File: config.mk
export PLATFORM = sky130hd
export DESIGN_NAME = cic_top
export DESIGN_NICKNAME = d
export VERILOG_FILES = /design/src/cic_pkg.sv /design/src/cic_clock_output_pin.sv /design/src/cic_top.sv
export SDC_FILE = /design/constraint.sdc
export NUM_CORES = 1
export LEC_CHECK = 0
export BUFFER_PORTS_ARGS = -buffer_cell sky130_fd_sc_hd__buf_2
export CAP_MARGIN = 30
export CORE_UTILIZATION = 39
export DETAILED_ROUTE_END_ITERATION = 12
export SETUP_SLACK_MARGIN = 0.2
export SLEW_MARGIN = 20
export SYNTH_ARGS = -nofsm -noshare
export SYNTH_HDL_FRONTEND = slang
export SYNTH_SLANG_ARGS = --single-unit
File: constraint.sdc
create_clock -name clock -period 6.9 [get_ports clock]
set_input_delay 1.38 -clock clock [delete_from_list [all_inputs] [get_ports clock]]
set_output_delay 1.38 -clock clock [all_outputs]
set_load 0.01 [all_outputs]
File: src/cic_pkg.sv
// Purpose: Shared constants and types of the interrupt, wake and clock-output block.
// Assumes: One clock; 32-bit Avalon-MM register slave with 8-bit registers and a 9-bit transmit error count.
// Notes:   Each register takes one aligned word; data sits in bits 7:0, bits 8:0 for TXCNT.
package cic_pkg;

    // Register byte offsets.
    localparam logic [4:0] CIC_OFS_CTRL  = 5'h00;
    localparam logic [4:0] CIC_OFS_STAT  = 5'h04;
    localparam logic [4:0] CIC_OFS_IEN   = 5'h08;
    localparam logic [4:0] CIC_OFS_IFLG  = 5'h0C;
    localparam logic [4:0] CIC_OFS_FAULT = 5'h10;
    localparam logic [4:0] CIC_OFS_TXCNT = 5'h14;
    localparam logic [4:0] CIC_OFS_RXCNT = 5'h18;
    localparam logic [4:0] CIC_OFS_SRST  = 5'h1C;

    // Values after reset.
    localparam logic [7:0] CIC_CTRL_RST  = 8'hE7;
    localparam logic [7:0] CIC_ZERO_RST  = 8'h00;

    // Field positions.
    localparam int CIC_CTRL_EN_BIT = 2;
    localparam int CIC_CTRL_OP_LSB = 5;
    localparam int CIC_FLG_MSG     = 7;
    localparam int CIC_FLG_WAKE    = 6;
    localparam int CIC_FLG_ERR     = 5;

    // Error counter limits.
    localparam logic [8:0] CIC_WARN_LIM = 9'h060;
    localparam logic [8:0] CIC_EP_LIM   = 9'h07F;
    localparam logic [8:0] CIC_BO_LIM   = 9'h0FF;

    // Cycle counts.
    localparam int         CIC_HOLD_CYC    = 128;
    localparam logic [7:0] CIC_HOLD_LAST   = 8'(CIC_HOLD_CYC - 1);
    localparam int         CIC_SLEEP_RISES = 16;
    localparam logic [4:0] CIC_RISE_LAST   = 5'(CIC_SLEEP_RISES - 1);

    // Operating mode codes, both requested and reported.
    localparam logic [2:0] CIC_OP_NORMAL = 3'h0;
    localparam logic [2:0] CIC_OP_SLEEP  = 3'h1;
    localparam logic [2:0] CIC_OP_LISTEN = 3'h3;
    localparam logic [2:0] CIC_OP_CONFIG = 3'h4;

    // Mode state machine.
    typedef enum logic [5:0] {
        CIC_ST_BOOT   = 6'b00_0001,
        CIC_ST_CFG    = 6'b00_0010,
        CIC_ST_RUN    = 6'b00_0100,
        CIC_ST_LISTEN = 6'b00_1000,
        CIC_ST_DRAIN  = 6'b01_0000,
        CIC_ST_SLEEP  = 6'b10_0000
    } cic_state_t;

endpackage

File: src/cic_clock_output_pin.sv
// Purpose: Prescaled clock output with whole-period switching of settings.
// Assumes: Half period of the output is 1, 2, 4 or 8 clock cycles.
// Notes:   Settings load at the end of a full low phase or while the output is stopped, so no phase shrinks.
`timescale 1ns/1ps
module cic_clock_output_pin
    import cic_pkg::*;
(
    // Clock and control.
    input  wire logic       clock,
    input  wire logic       rst_n,
    input  wire logic       ce,
    // Settings.
    input  wire logic       en,
    input  wire logic [1:0] pre,
    input  wire logic       run,
    // Pin and event.
    output logic            pin,
    output logic            oe_n,
    output logic            rise
);
    import cic_pkg::*;

    logic [2:0] cnt_r;
    logic [1:0] pre_r;
    logic       act_r;
    logic [3:0] span;
    logic       end_ph;
    logic       load;
    logic       go;

    // Last count of a half period in the active setting (half period minus one).
    assign span   = 4'(4'h1 << pre_r) - 4'h1;
    assign end_ph = cnt_r == span[2:0];
    assign load   = !act_r || (end_ph && !pin);
    assign go     = en && run;

    // Output phases; a new setting is taken when a low phase has ended or while the output is stopped.
    always_ff @(posedge clock or negedge rst_n) begin
        if (!rst_n) begin
            cnt_r <= 3'h0;
            pre_r <= 2'h3;
            act_r <= 1'b0;
            pin   <= 1'b0;
            oe_n  <= 1'b1;
            rise  <= 1'b0;
        end else if (ce) begin
            rise <= load && (go || act_r);   // Also marks the stop that ends the last cycle.
            if (load) begin
                act_r <= go;
                pre_r <= pre;
                oe_n  <= !en;          // Disabled leaves the pin floating.
                pin   <= go;           // Sleep with output on idles low.
                cnt_r <= 3'h0;
            end else if (end_ph) begin
                pin   <= 1'b0;
                cnt_r <= 3'h0;
            end else begin
                cnt_r <= cnt_r + 3'h1;
            end
        end
    end

endmodule

File: src/cic_top.sv
// Purpose: Interrupt flags, fault status, sleep and wake, start-up hold, clock output.
// Assumes: Protocol engine events and error counts arrive on this clock.
// Notes:   The bus-side receive pin is asynchronous and is synchronised here.
//
// The Avalon-MM interface to the registers and the register addresses are this design's own decisions.
`timescale 1ns/1ps
module cic_top
    import cic_pkg::*;
(
    // Clock, reset and enable.
    input  wire logic        clock,
    input  wire logic        reset_n,
    input  wire logic        ce,
    // Avalon-MM register slave.
    input  wire logic [4:0]  avs_address,
    input  wire logic        avs_read,
    input  wire logic        avs_write,
    input  wire logic [31:0] avs_writedata,
    input  wire logic [3:0]  avs_byteenable,
    output logic      [31:0] avs_readdata,
    output logic             avs_waitrequest,
    // Protocol engine events and counts.
    input  wire logic        msg_fault_evt,
    input  wire logic [1:0]  rx_overrun_evt,
    input  wire logic [4:0]  other_irq_evt,
    input  wire logic [8:0]  tx_fault_count,
    input  wire logic [7:0]  rx_fault_count,
    // Pins.
    input  wire logic        can_rx_pin,
    output logic             irq_n,
    output logic             clock_output_pin,
    output logic             clock_output_pin_oe_n,
    // Mode report.
    output logic [2:0]       op_mode,
    output logic             osc_startup_timer_hold
);
    import cic_pkg::*;

    logic [1:0]  rs_r;
    logic        soft_rst_r;
    logic        rst_n;
    logic [1:0]  rx_sync_r;
    logic        wreq_nxt;
    logic [7:0]  ctrl_r;
    logic [7:0]  ctrl_nxt;
    logic [7:0]  irq_enable_reg;
    logic [7:0]  irq_flag_reg;
    logic [7:0]  flag_nxt;
    logic [1:0]  ovr_r;
    logic [1:0]  ovr_nxt;
    logic [5:0]  lvl_r;
    logic [5:0]  lvl_now;
    cic_state_t  st_r;
    cic_state_t  st_nxt;
    logic [7:0]  hold_cnt_r;
    logic [4:0]  rise_cnt_r;
    logic        woke_r;
    logic        clk_rise;
    logic [2:0]  irq_source_code;
    logic [7:0]  fault_status_reg;
    logic [31:0] rd_word;
    logic [2:0]  mode_now;
    logic [7:0]  flag_set;
    logic [7:0]  cond;
    logic [7:0]  pend;

    // Pin reset and the soft reset command both empty the release chain.
    always_ff @(posedge clock or negedge reset_n) begin
        if (!reset_n) begin
            rs_r <= 2'h0;
        end else if (soft_rst_r) begin
            rs_r <= 2'h0;
        end else begin
            rs_r <= {rs_r[0], 1'b1};
        end
    end
    assign rst_n = rs_r[1];

    // The receive pin is asynchronous; only the second stage is read.
    always_ff @(posedge clock or negedge rst_n) begin
        if (!rst_n) begin
            rx_sync_r <= 2'h3;
        end else if (ce) begin
            rx_sync_r <= {rx_sync_r[0], can_rx_pin};
        end
    end

    // Bus decode.
    wire bus_req  = avs_read || avs_write;
    wire wr_take  = avs_write && !avs_waitrequest && avs_byteenable[0];
    wire [7:0] wd = avs_writedata[7:0];
    wire sel_ctrl = avs_address == CIC_OFS_CTRL;
    wire sel_stat = avs_address == CIC_OFS_STAT;
    wire sel_ien  = avs_address == CIC_OFS_IEN;
    wire sel_iflg = avs_address == CIC_OFS_IFLG;
    wire sel_flt  = avs_address == CIC_OFS_FAULT;
    wire sel_txc  = avs_address == CIC_OFS_TXCNT;
    wire sel_rxc  = avs_address == CIC_OFS_RXCNT;
    wire sel_srst = avs_address == CIC_OFS_SRST;

    // Requests wait out the start-up hold, then finish one cycle later.
    assign wreq_nxt = !(bus_req && avs_waitrequest && !osc_startup_timer_hold);

    // Read mux; unmapped offsets read as zero.
    assign mode_now = (st_r == CIC_ST_RUN)    ? CIC_OP_NORMAL :
                      (st_r == CIC_ST_LISTEN) ? CIC_OP_LISTEN :
                      (st_r == CIC_ST_SLEEP)  ? CIC_OP_SLEEP  : CIC_OP_CONFIG;
    assign rd_word = sel_ctrl ? {24'h00_0000, ctrl_r} :
                     sel_stat ? {24'h00_0000, op_mode, 1'b0, irq_source_code, 1'b0} :
                     sel_ien  ? {24'h00_0000, irq_enable_reg} :
                     sel_iflg ? {24'h00_0000, irq_flag_reg} :
                     sel_flt  ? {24'h00_0000, fault_status_reg} :
                     sel_txc  ? {23'h00_0000, tx_fault_count} :
                     sel_rxc  ? {24'h00_0000, rx_fault_count} : 32'h0000_0000;

    // Bus handshake and read data, held at the completing edge.
    always_ff @(posedge clock or negedge rst_n) begin
        if (!rst_n) begin
            avs_waitrequest <= 1'b1;
            avs_readdata    <= 32'h0000_0000;
            soft_rst_r      <= 1'b0;
        end else if (ce) begin
            avs_waitrequest <= wreq_nxt;
            soft_rst_r      <= wr_take && sel_srst;
            if (avs_read && avs_waitrequest) begin
                avs_readdata <= rd_word;
            end
        end
    end

    // Fault levels from the counters.
    wire rx_war  = {1'b0, rx_fault_count} >= CIC_WARN_LIM;
    wire tx_war  = tx_fault_count >= CIC_WARN_LIM;
    wire rx_pas  = {1'b0, rx_fault_count} > CIC_EP_LIM;
    wire tx_pas  = tx_fault_count > CIC_EP_LIM;
    wire bus_off = tx_fault_count > CIC_BO_LIM;
    assign lvl_now = {bus_off, tx_pas, rx_pas, tx_war, rx_war, rx_war || tx_war};
    assign fault_status_reg = {ovr_r, lvl_r};

    // Overrun bits: set by the engine, cleared only by a host write of zero.
    assign ovr_nxt = ((wr_take && sel_flt) ? (ovr_r & wd[7:6]) : ovr_r) | rx_overrun_evt;

    // Event sources; the error source fires on each level change and on each overrun event.
    wire lvl_chg   = lvl_now != lvl_r;
    wire asleep    = st_r == CIC_ST_SLEEP;
    wire activity  = !rx_sync_r[1];
    wire wake_set  = asleep && activity && irq_enable_reg[CIC_FLG_WAKE];
    assign flag_set = {msg_fault_evt, wake_set, lvl_chg || (|rx_overrun_evt), other_irq_evt};

    // A flag whose cause is still present cannot be cleared.
    assign cond = flag_set | {2'h0, |ovr_r, 5'h00};
    assign flag_nxt = (wr_take && sel_iflg) ? (wd | cond) : (irq_flag_reg | flag_set);

    // Flag and status registers; a set in the clearing cycle wins.
    always_ff @(posedge clock or negedge rst_n) begin
        if (!rst_n) begin
            irq_flag_reg   <= CIC_ZERO_RST;
            irq_enable_reg <= CIC_ZERO_RST;
            ovr_r          <= 2'h0;
            lvl_r          <= 6'h00;
        end else if (ce) begin
            irq_flag_reg <= flag_nxt;
            ovr_r        <= ovr_nxt;
            lvl_r        <= lvl_now;
            if (wr_take && sel_ien) begin
                irq_enable_reg <= wd;
            end
        end
    end

    // Pending sources and priority code; the error source ranks first.
    assign pend = irq_flag_reg & irq_enable_reg;
    assign irq_source_code = pend[CIC_FLG_ERR]  ? 3'h1 :
                             pend[CIC_FLG_WAKE] ? 3'h2 :
                             pend[2]            ? 3'h3 :
                             pend[3]            ? 3'h4 :
                             pend[4]            ? 3'h5 :
                             pend[0]            ? 3'h6 :
                             pend[1]            ? 3'h7 : 3'h0;

    // Interrupt line: low while any enabled flag stays set.
    always_ff @(posedge clock or negedge rst_n) begin
        if (!rst_n) begin
            irq_n <= 1'b1;
        end else if (ce) begin
            irq_n <= !(|pend);
        end
    end

    // Control register; a wake rewrites the request to listen-only.
    wire boot_done = (st_r == CIC_ST_BOOT) && (hold_cnt_r == CIC_HOLD_LAST);
    always_comb begin
        ctrl_nxt = ctrl_r;
        if (wr_take && sel_ctrl) begin
            ctrl_nxt = wd;
        end else if (boot_done && woke_r) begin
            ctrl_nxt = {CIC_OP_LISTEN, ctrl_r[4:0]};
        end
    end
    wire [2:0] req_op = ctrl_r[CIC_CTRL_OP_LSB +: 3];
    wire       clk_en = ctrl_r[CIC_CTRL_EN_BIT];
    // All sixteen drain cycles have started; the output stops after the last one.
    wire       drain_full = rise_cnt_r == 5'(CIC_SLEEP_RISES);

    // Mode state machine.
    always_comb begin
        st_nxt = st_r;
        case (st_r)
            CIC_ST_BOOT: begin
                if (boot_done) begin
                    st_nxt = woke_r ? CIC_ST_LISTEN : CIC_ST_CFG;
                end
            end
            CIC_ST_CFG, CIC_ST_RUN, CIC_ST_LISTEN: begin
                case (req_op)
                    CIC_OP_NORMAL: st_nxt = CIC_ST_RUN;
                    CIC_OP_LISTEN: st_nxt = CIC_ST_LISTEN;
                    CIC_OP_SLEEP:  st_nxt = CIC_ST_DRAIN;
                    default:       st_nxt = CIC_ST_CFG;
                endcase
            end
            CIC_ST_DRAIN: begin
                // Without a running output there is nothing to count.
                if (!clk_en || (clk_rise && drain_full)) begin
                    st_nxt = CIC_ST_SLEEP;
                end
            end
            CIC_ST_SLEEP: begin
                if (wake_set || req_op != CIC_OP_SLEEP) begin
                    st_nxt = CIC_ST_BOOT;
                end
            end
            default: st_nxt = CIC_ST_BOOT;
        endcase
    end

    // State, start-up timer and drain counter.
    always_ff @(posedge clock or negedge rst_n) begin
        if (!rst_n) begin
            st_r       <= CIC_ST_BOOT;
            ctrl_r     <= CIC_CTRL_RST;
            hold_cnt_r <= 8'h00;
            rise_cnt_r <= 5'h00;
            woke_r     <= 1'b0;
        end else if (ce) begin
            st_r   <= st_nxt;
            ctrl_r <= ctrl_nxt;
            hold_cnt_r <= (st_r == CIC_ST_BOOT) ? hold_cnt_r + 8'h01 : 8'h00;
            if (st_r != CIC_ST_DRAIN) begin
                rise_cnt_r <= 5'h00;
            end else if (clk_rise) begin
                rise_cnt_r <= rise_cnt_r + 5'h01;
            end
            if (asleep && st_nxt == CIC_ST_BOOT) begin
                woke_r <= 1'b1;
            end else if (boot_done) begin
                woke_r <= 1'b0;
            end
        end
    end

    // Mode report outputs; the hold covers reset release and every wake.
    always_ff @(posedge clock or negedge rst_n) begin
        if (!rst_n) begin
            op_mode                <= CIC_OP_CONFIG;
            osc_startup_timer_hold <= 1'b1;
        end else if (ce) begin
            op_mode                <= mode_now;
            osc_startup_timer_hold <= st_nxt == CIC_ST_BOOT;
        end
    end

    // Clock output; it stops after the drain, in sleep and during the hold.
    cic_clock_output_pin u_clock_output_pin (
        .clock (clock),
        .rst_n (rst_n),
        .ce    (ce),
        .en    (clk_en),
        .pre   (ctrl_r[1:0]),
        .run   (!asleep && st_r != CIC_ST_BOOT && !drain_full),
        .pin   (clock_output_pin),
        .oe_n  (clock_output_pin_oe_n),
        .rise  (clk_rise)
    );

    // Checks kept beside the logic.
    property p_msg;
        @(posedge clock) disable iff (!rst_n)
        (ce && msg_fault_evt) |=> irq_flag_reg[CIC_FLG_MSG];
    endproperty
    a_msg: assert property (p_msg) else $error("Message fault flag not set.");

    property p_wake;
        @(posedge clock) disable iff (!rst_n)
        (ce && wake_set) |=> (irq_flag_reg[CIC_FLG_WAKE] && st_r == CIC_ST_BOOT);
    endproperty
    a_wake: assert property (p_wake) else $error("Wake did not flag and leave sleep.");

    property p_listen;
        @(posedge clock) disable iff (!rst_n)
        (ce && boot_done && woke_r) |=> (st_r == CIC_ST_LISTEN);
    endproperty
    a_listen: assert property (p_listen) else $error("Wake did not enter listen-only.");

    property p_err;
        @(posedge clock) disable iff (!rst_n)
        (ce && lvl_chg) |=> irq_flag_reg[CIC_FLG_ERR] && $changed(lvl_r);
    endproperty
    a_err: assert property (p_err) else $error("Error level change not flagged.");

    property p_ovr;
        @(posedge clock) disable iff (!rst_n)
        (ce && (|ovr_r) && !(wr_take && sel_flt)) |=> ((ovr_r & $past(ovr_r)) == $past(ovr_r));
    endproperty
    a_ovr: assert property (p_ovr) else $error("Overrun bit dropped by itself.");

    property p_bo;
        @(posedge clock) disable iff (!rst_n)
        (ce && tx_fault_count > 9'h0FF) |=> fault_status_reg[5] && fault_status_reg[4];
    endproperty
    a_bo: assert property (p_bo) else $error("Bus-off not reported.");

    property p_irq;
        @(posedge clock) disable iff (!rst_n)
        ce |=> (irq_n == !$past(|pend));
    endproperty
    a_irq: assert property (p_irq) else $error("Interrupt line disagrees with flags.");

    property p_sleep_low;
        @(posedge clock) disable iff (!rst_n)
        (st_r == CIC_ST_SLEEP && $past(st_r) == CIC_ST_SLEEP) |-> !clock_output_pin;
    endproperty
    a_sleep_low: assert property (p_sleep_low) else $error("Clock output high in sleep.");

    property p_boot;
        @(posedge clock) disable iff (!rst_n)
        (st_r == CIC_ST_BOOT && hold_cnt_r < CIC_HOLD_LAST) |-> osc_startup_timer_hold;
    endproperty
    a_boot: assert property (p_boot) else $error("Start-up hold released early.");

endmodule
==> summary.md <==
| Metric | Value |
|---|---|
| Status | `finished, final reports clean` |
| Ports | `112` |
| Setup CP Type | `in2reg` |
| Post-CTS Setup Inserts | `0` |
| Syn_area_per_cell | `9.371 sq um` |
| Gr ovfl total | `0` |
| Post-layout minimum cycle time | `3.197 ns` |
| Syn Std Cell Area | `4611 sq um` |
| Initial antenna violation count | `0` |
| Largest reg by FF count | `avs_readdata` |
| Normalized max-slew margin | `0.4853` |
| DRC | `0` |
| Filler Cell Count | `1,095` |
| Synth async-reset ratio | `1.000` |
| Pwr Density | `222.6 nW/um^2` |
| Max Root-Sink Buffers | `2` |
| Critical path data required time | `7.09 ns` |
| Final Hold Vio Count | `0` |
| Setup_tns | `0 ns` |
| Ant diodes | `0` |
| Register area share after synthesis | `0.4440` |
| Dominant synthesized flop cell | `dfrtp_1` |
| Number of hold buffers added after CTS | `0` |
| Skew final | `0.009556 ns` |
| Synth warn | `0` |
| Largest register FFs | `9` |
| Worst Hold Class | `reg2async` |
| Via-to-Cell Ratio | `5.610` |
| Finish-stage setup viols | `0` |
| First-pass DRT Iterations | `5` |
| Worst skew pair latency | `0.34 ns` |
| Crit path DAT | `3.39 ns` |
| DR vias | `3,865` |
| Chip width | `110.7 um` |
| Core area | `11,470 sq um` |
| Die height | `110.7 um` |
| Max-Cap Viols | `0` |
| RSZ-0062 raised after global routing | `false` |
| Drt initial violations | `286` |
| Root Buffer | `clkbuf_16` |
| Max-slew violations | `0` |
| Leak | `0.002257 uW` |
| Kind of end point of the critical path | `flop` |
| Worst-path clk slew | `0.06 ns` |
| Post-layout util | `0.4565` |
| Fmax | `0.3128 GHz` |
| DP Wirelength | `8.107 mm` |
| Resize count post-CTS | `0` |
| Full die area | `12,260 sq um` |
| Vias in the first global route | `3,741` |
| CTS Buf Count | `9` |
| Pre-CTS setup slack | `3.334 ns` |
| Post-synth EDFFs | `0` |
| I/O Buffers | `61` |
| Synth-to-layout area growth | `13.54%` |
| Worst-Margin Slew | `0.7711 ns` |
| H-tree depth | `3` |
| TritonCTS clock tree | `yes` |
| Final Cycle Share | `0.4633` |
| Nets | `617` |
| Cell variety after synth | `62` |
| Worst R2R Setup Slack | `4.81 ns` |
| Drt wl/cell | `16.70 um` |
| Final WL | `11.51 mm` |
| Post-Syn Instances | `492` |
| Commonest non-fill, non-tap cell in the layout | `dfrtp_1` |
| Synth Register Bits | `81` |
| Largest fanout on the critical path | `57` |
| Antenna-violating nets left | `0` |
| CP Launch Type | `input port` |
| GPL Wtd Cong | `0.8066` |
| Share of cells above drive strength 1 | `0.2363` |
| Initial Util | `0.4021` |
| Most frequent cells in the layout | `dfrtp_1, buf_2, nand2_1` |
| Final hold slack | `0.3077 ns` |
| First-pass GRT wire length | `19.00 mm` |
| Largest net degree at the start of global routing | `58` |
| Clock sinks | `81` |
| Cell Rows | `39` |
| All-Layer GR Usage | `0.1969` |
| PnR worst setup slack | `3.703 ns` |
| VDD IR max | `0.1427 mV` |
## per-stage QoR
| stage | instances | power (uW) | instance area [sq um] |
|---|---|---|---|
| 2_1_floorplan | 514 | 650.4 | 4693 |
| 3_3_place_gp | 672 | 691.1 | 4911 |
| 3_5_place_dp | 673 | 694.8 | 4938 |
| 4_1_cts | 689 | 1177 | 5235 |
| 5_1_grt | 689 | 1217 | 5235 |
| 6_report | 689 | 1165 | 5235 |
## cell type report
type	instances	area, sq um	area share
inverter	10	37.54	0.007170
timing repair buffer	64	347.8	0.06644
clock buffer	10	239.0	0.04565
clock inverter	6	57.56	0.01099
multi-input combinational	375	2323	0.4438
sequential	81	2051	0.3917
tap	143	178.9	0.03418
## cells by family after synthesis
logic type / count (synthesis) / synth area share
AOI/OAI and AO/OA: 129 / 0.1818
xor gates and xnor gates: 9 / 0.01710
adders and majority gates: 4 / 0.01086
buffers and inverters: 58 / 0.07001
DFF: 81 / 0.4440
muxes: 38 / 0.09444
other: 1 / 0.0008133
and+or+nand+nor: 172 / 0.1810
## power breakdown
part	leakage, uW	internal (uW)	switching [uW]
combinational	0.00116	62.2	85.8
clock	0.000148	287	191
sequential	0.000952	510	29.8
total	0.00226	859	306
## final timing paths
kind                                  from                           to  depth (start not counted)
max in group asynchronous          rs_r[1]                    ctrl_r[5]                          1
worst min-delay path               rs_r[1]  u_clock_output_pin.cnt_r[2]                          0
worst max register to register     st_r[0]      u_clock_output_pin.rise                          5
min in group clock              soft_rst_r                      rs_r[1]                          1
worst min register to register     rs_r[1]  u_clock_output_pin.cnt_r[2]                          0
worst max-delay path                    ce              irq_flag_reg[5]                          7
## synthesized netlist by cell type, types with 8 or more instances
cell type  instances  area [sq um]
nand2b_1           8         50.05
nand2_1           58         217.7
nand3_1           14         70.07
buf_4             23         172.7
nor2_1            39         146.4
a21oi_1           23         115.1
inv_1              9         33.78
dfrtp_1           65          1627
nor3_1            18         90.09
mux2_2            24         270.3
o21ai_0           47         235.2
clkbuf_1          18         67.56
mux2i_1           12         120.1
dfstp_2           16         420.4
## layer usage
metal | share of wire | up-vias | track usage
met5 | 0 | - | 0
met1 | 0.47 | 1888 | 0.2667
met4 | 0.016 | 0 | 0.06667
met3 | 0.060 | 10 | 0.05194
li1 | - | 1833 | -
met2 | 0.45 | 134 | 0.3056
## worst max-delay path, stage by stage
cell and delay (ns):
buf_2 0.08, buf_4 0.46, nand4b_1 0.21, nor2_1 0.28, nand3_1 0.50, a32oi_1 0.33
o21ai_0 0.12
No activity file was read; power rests on OpenSTA's default activity.
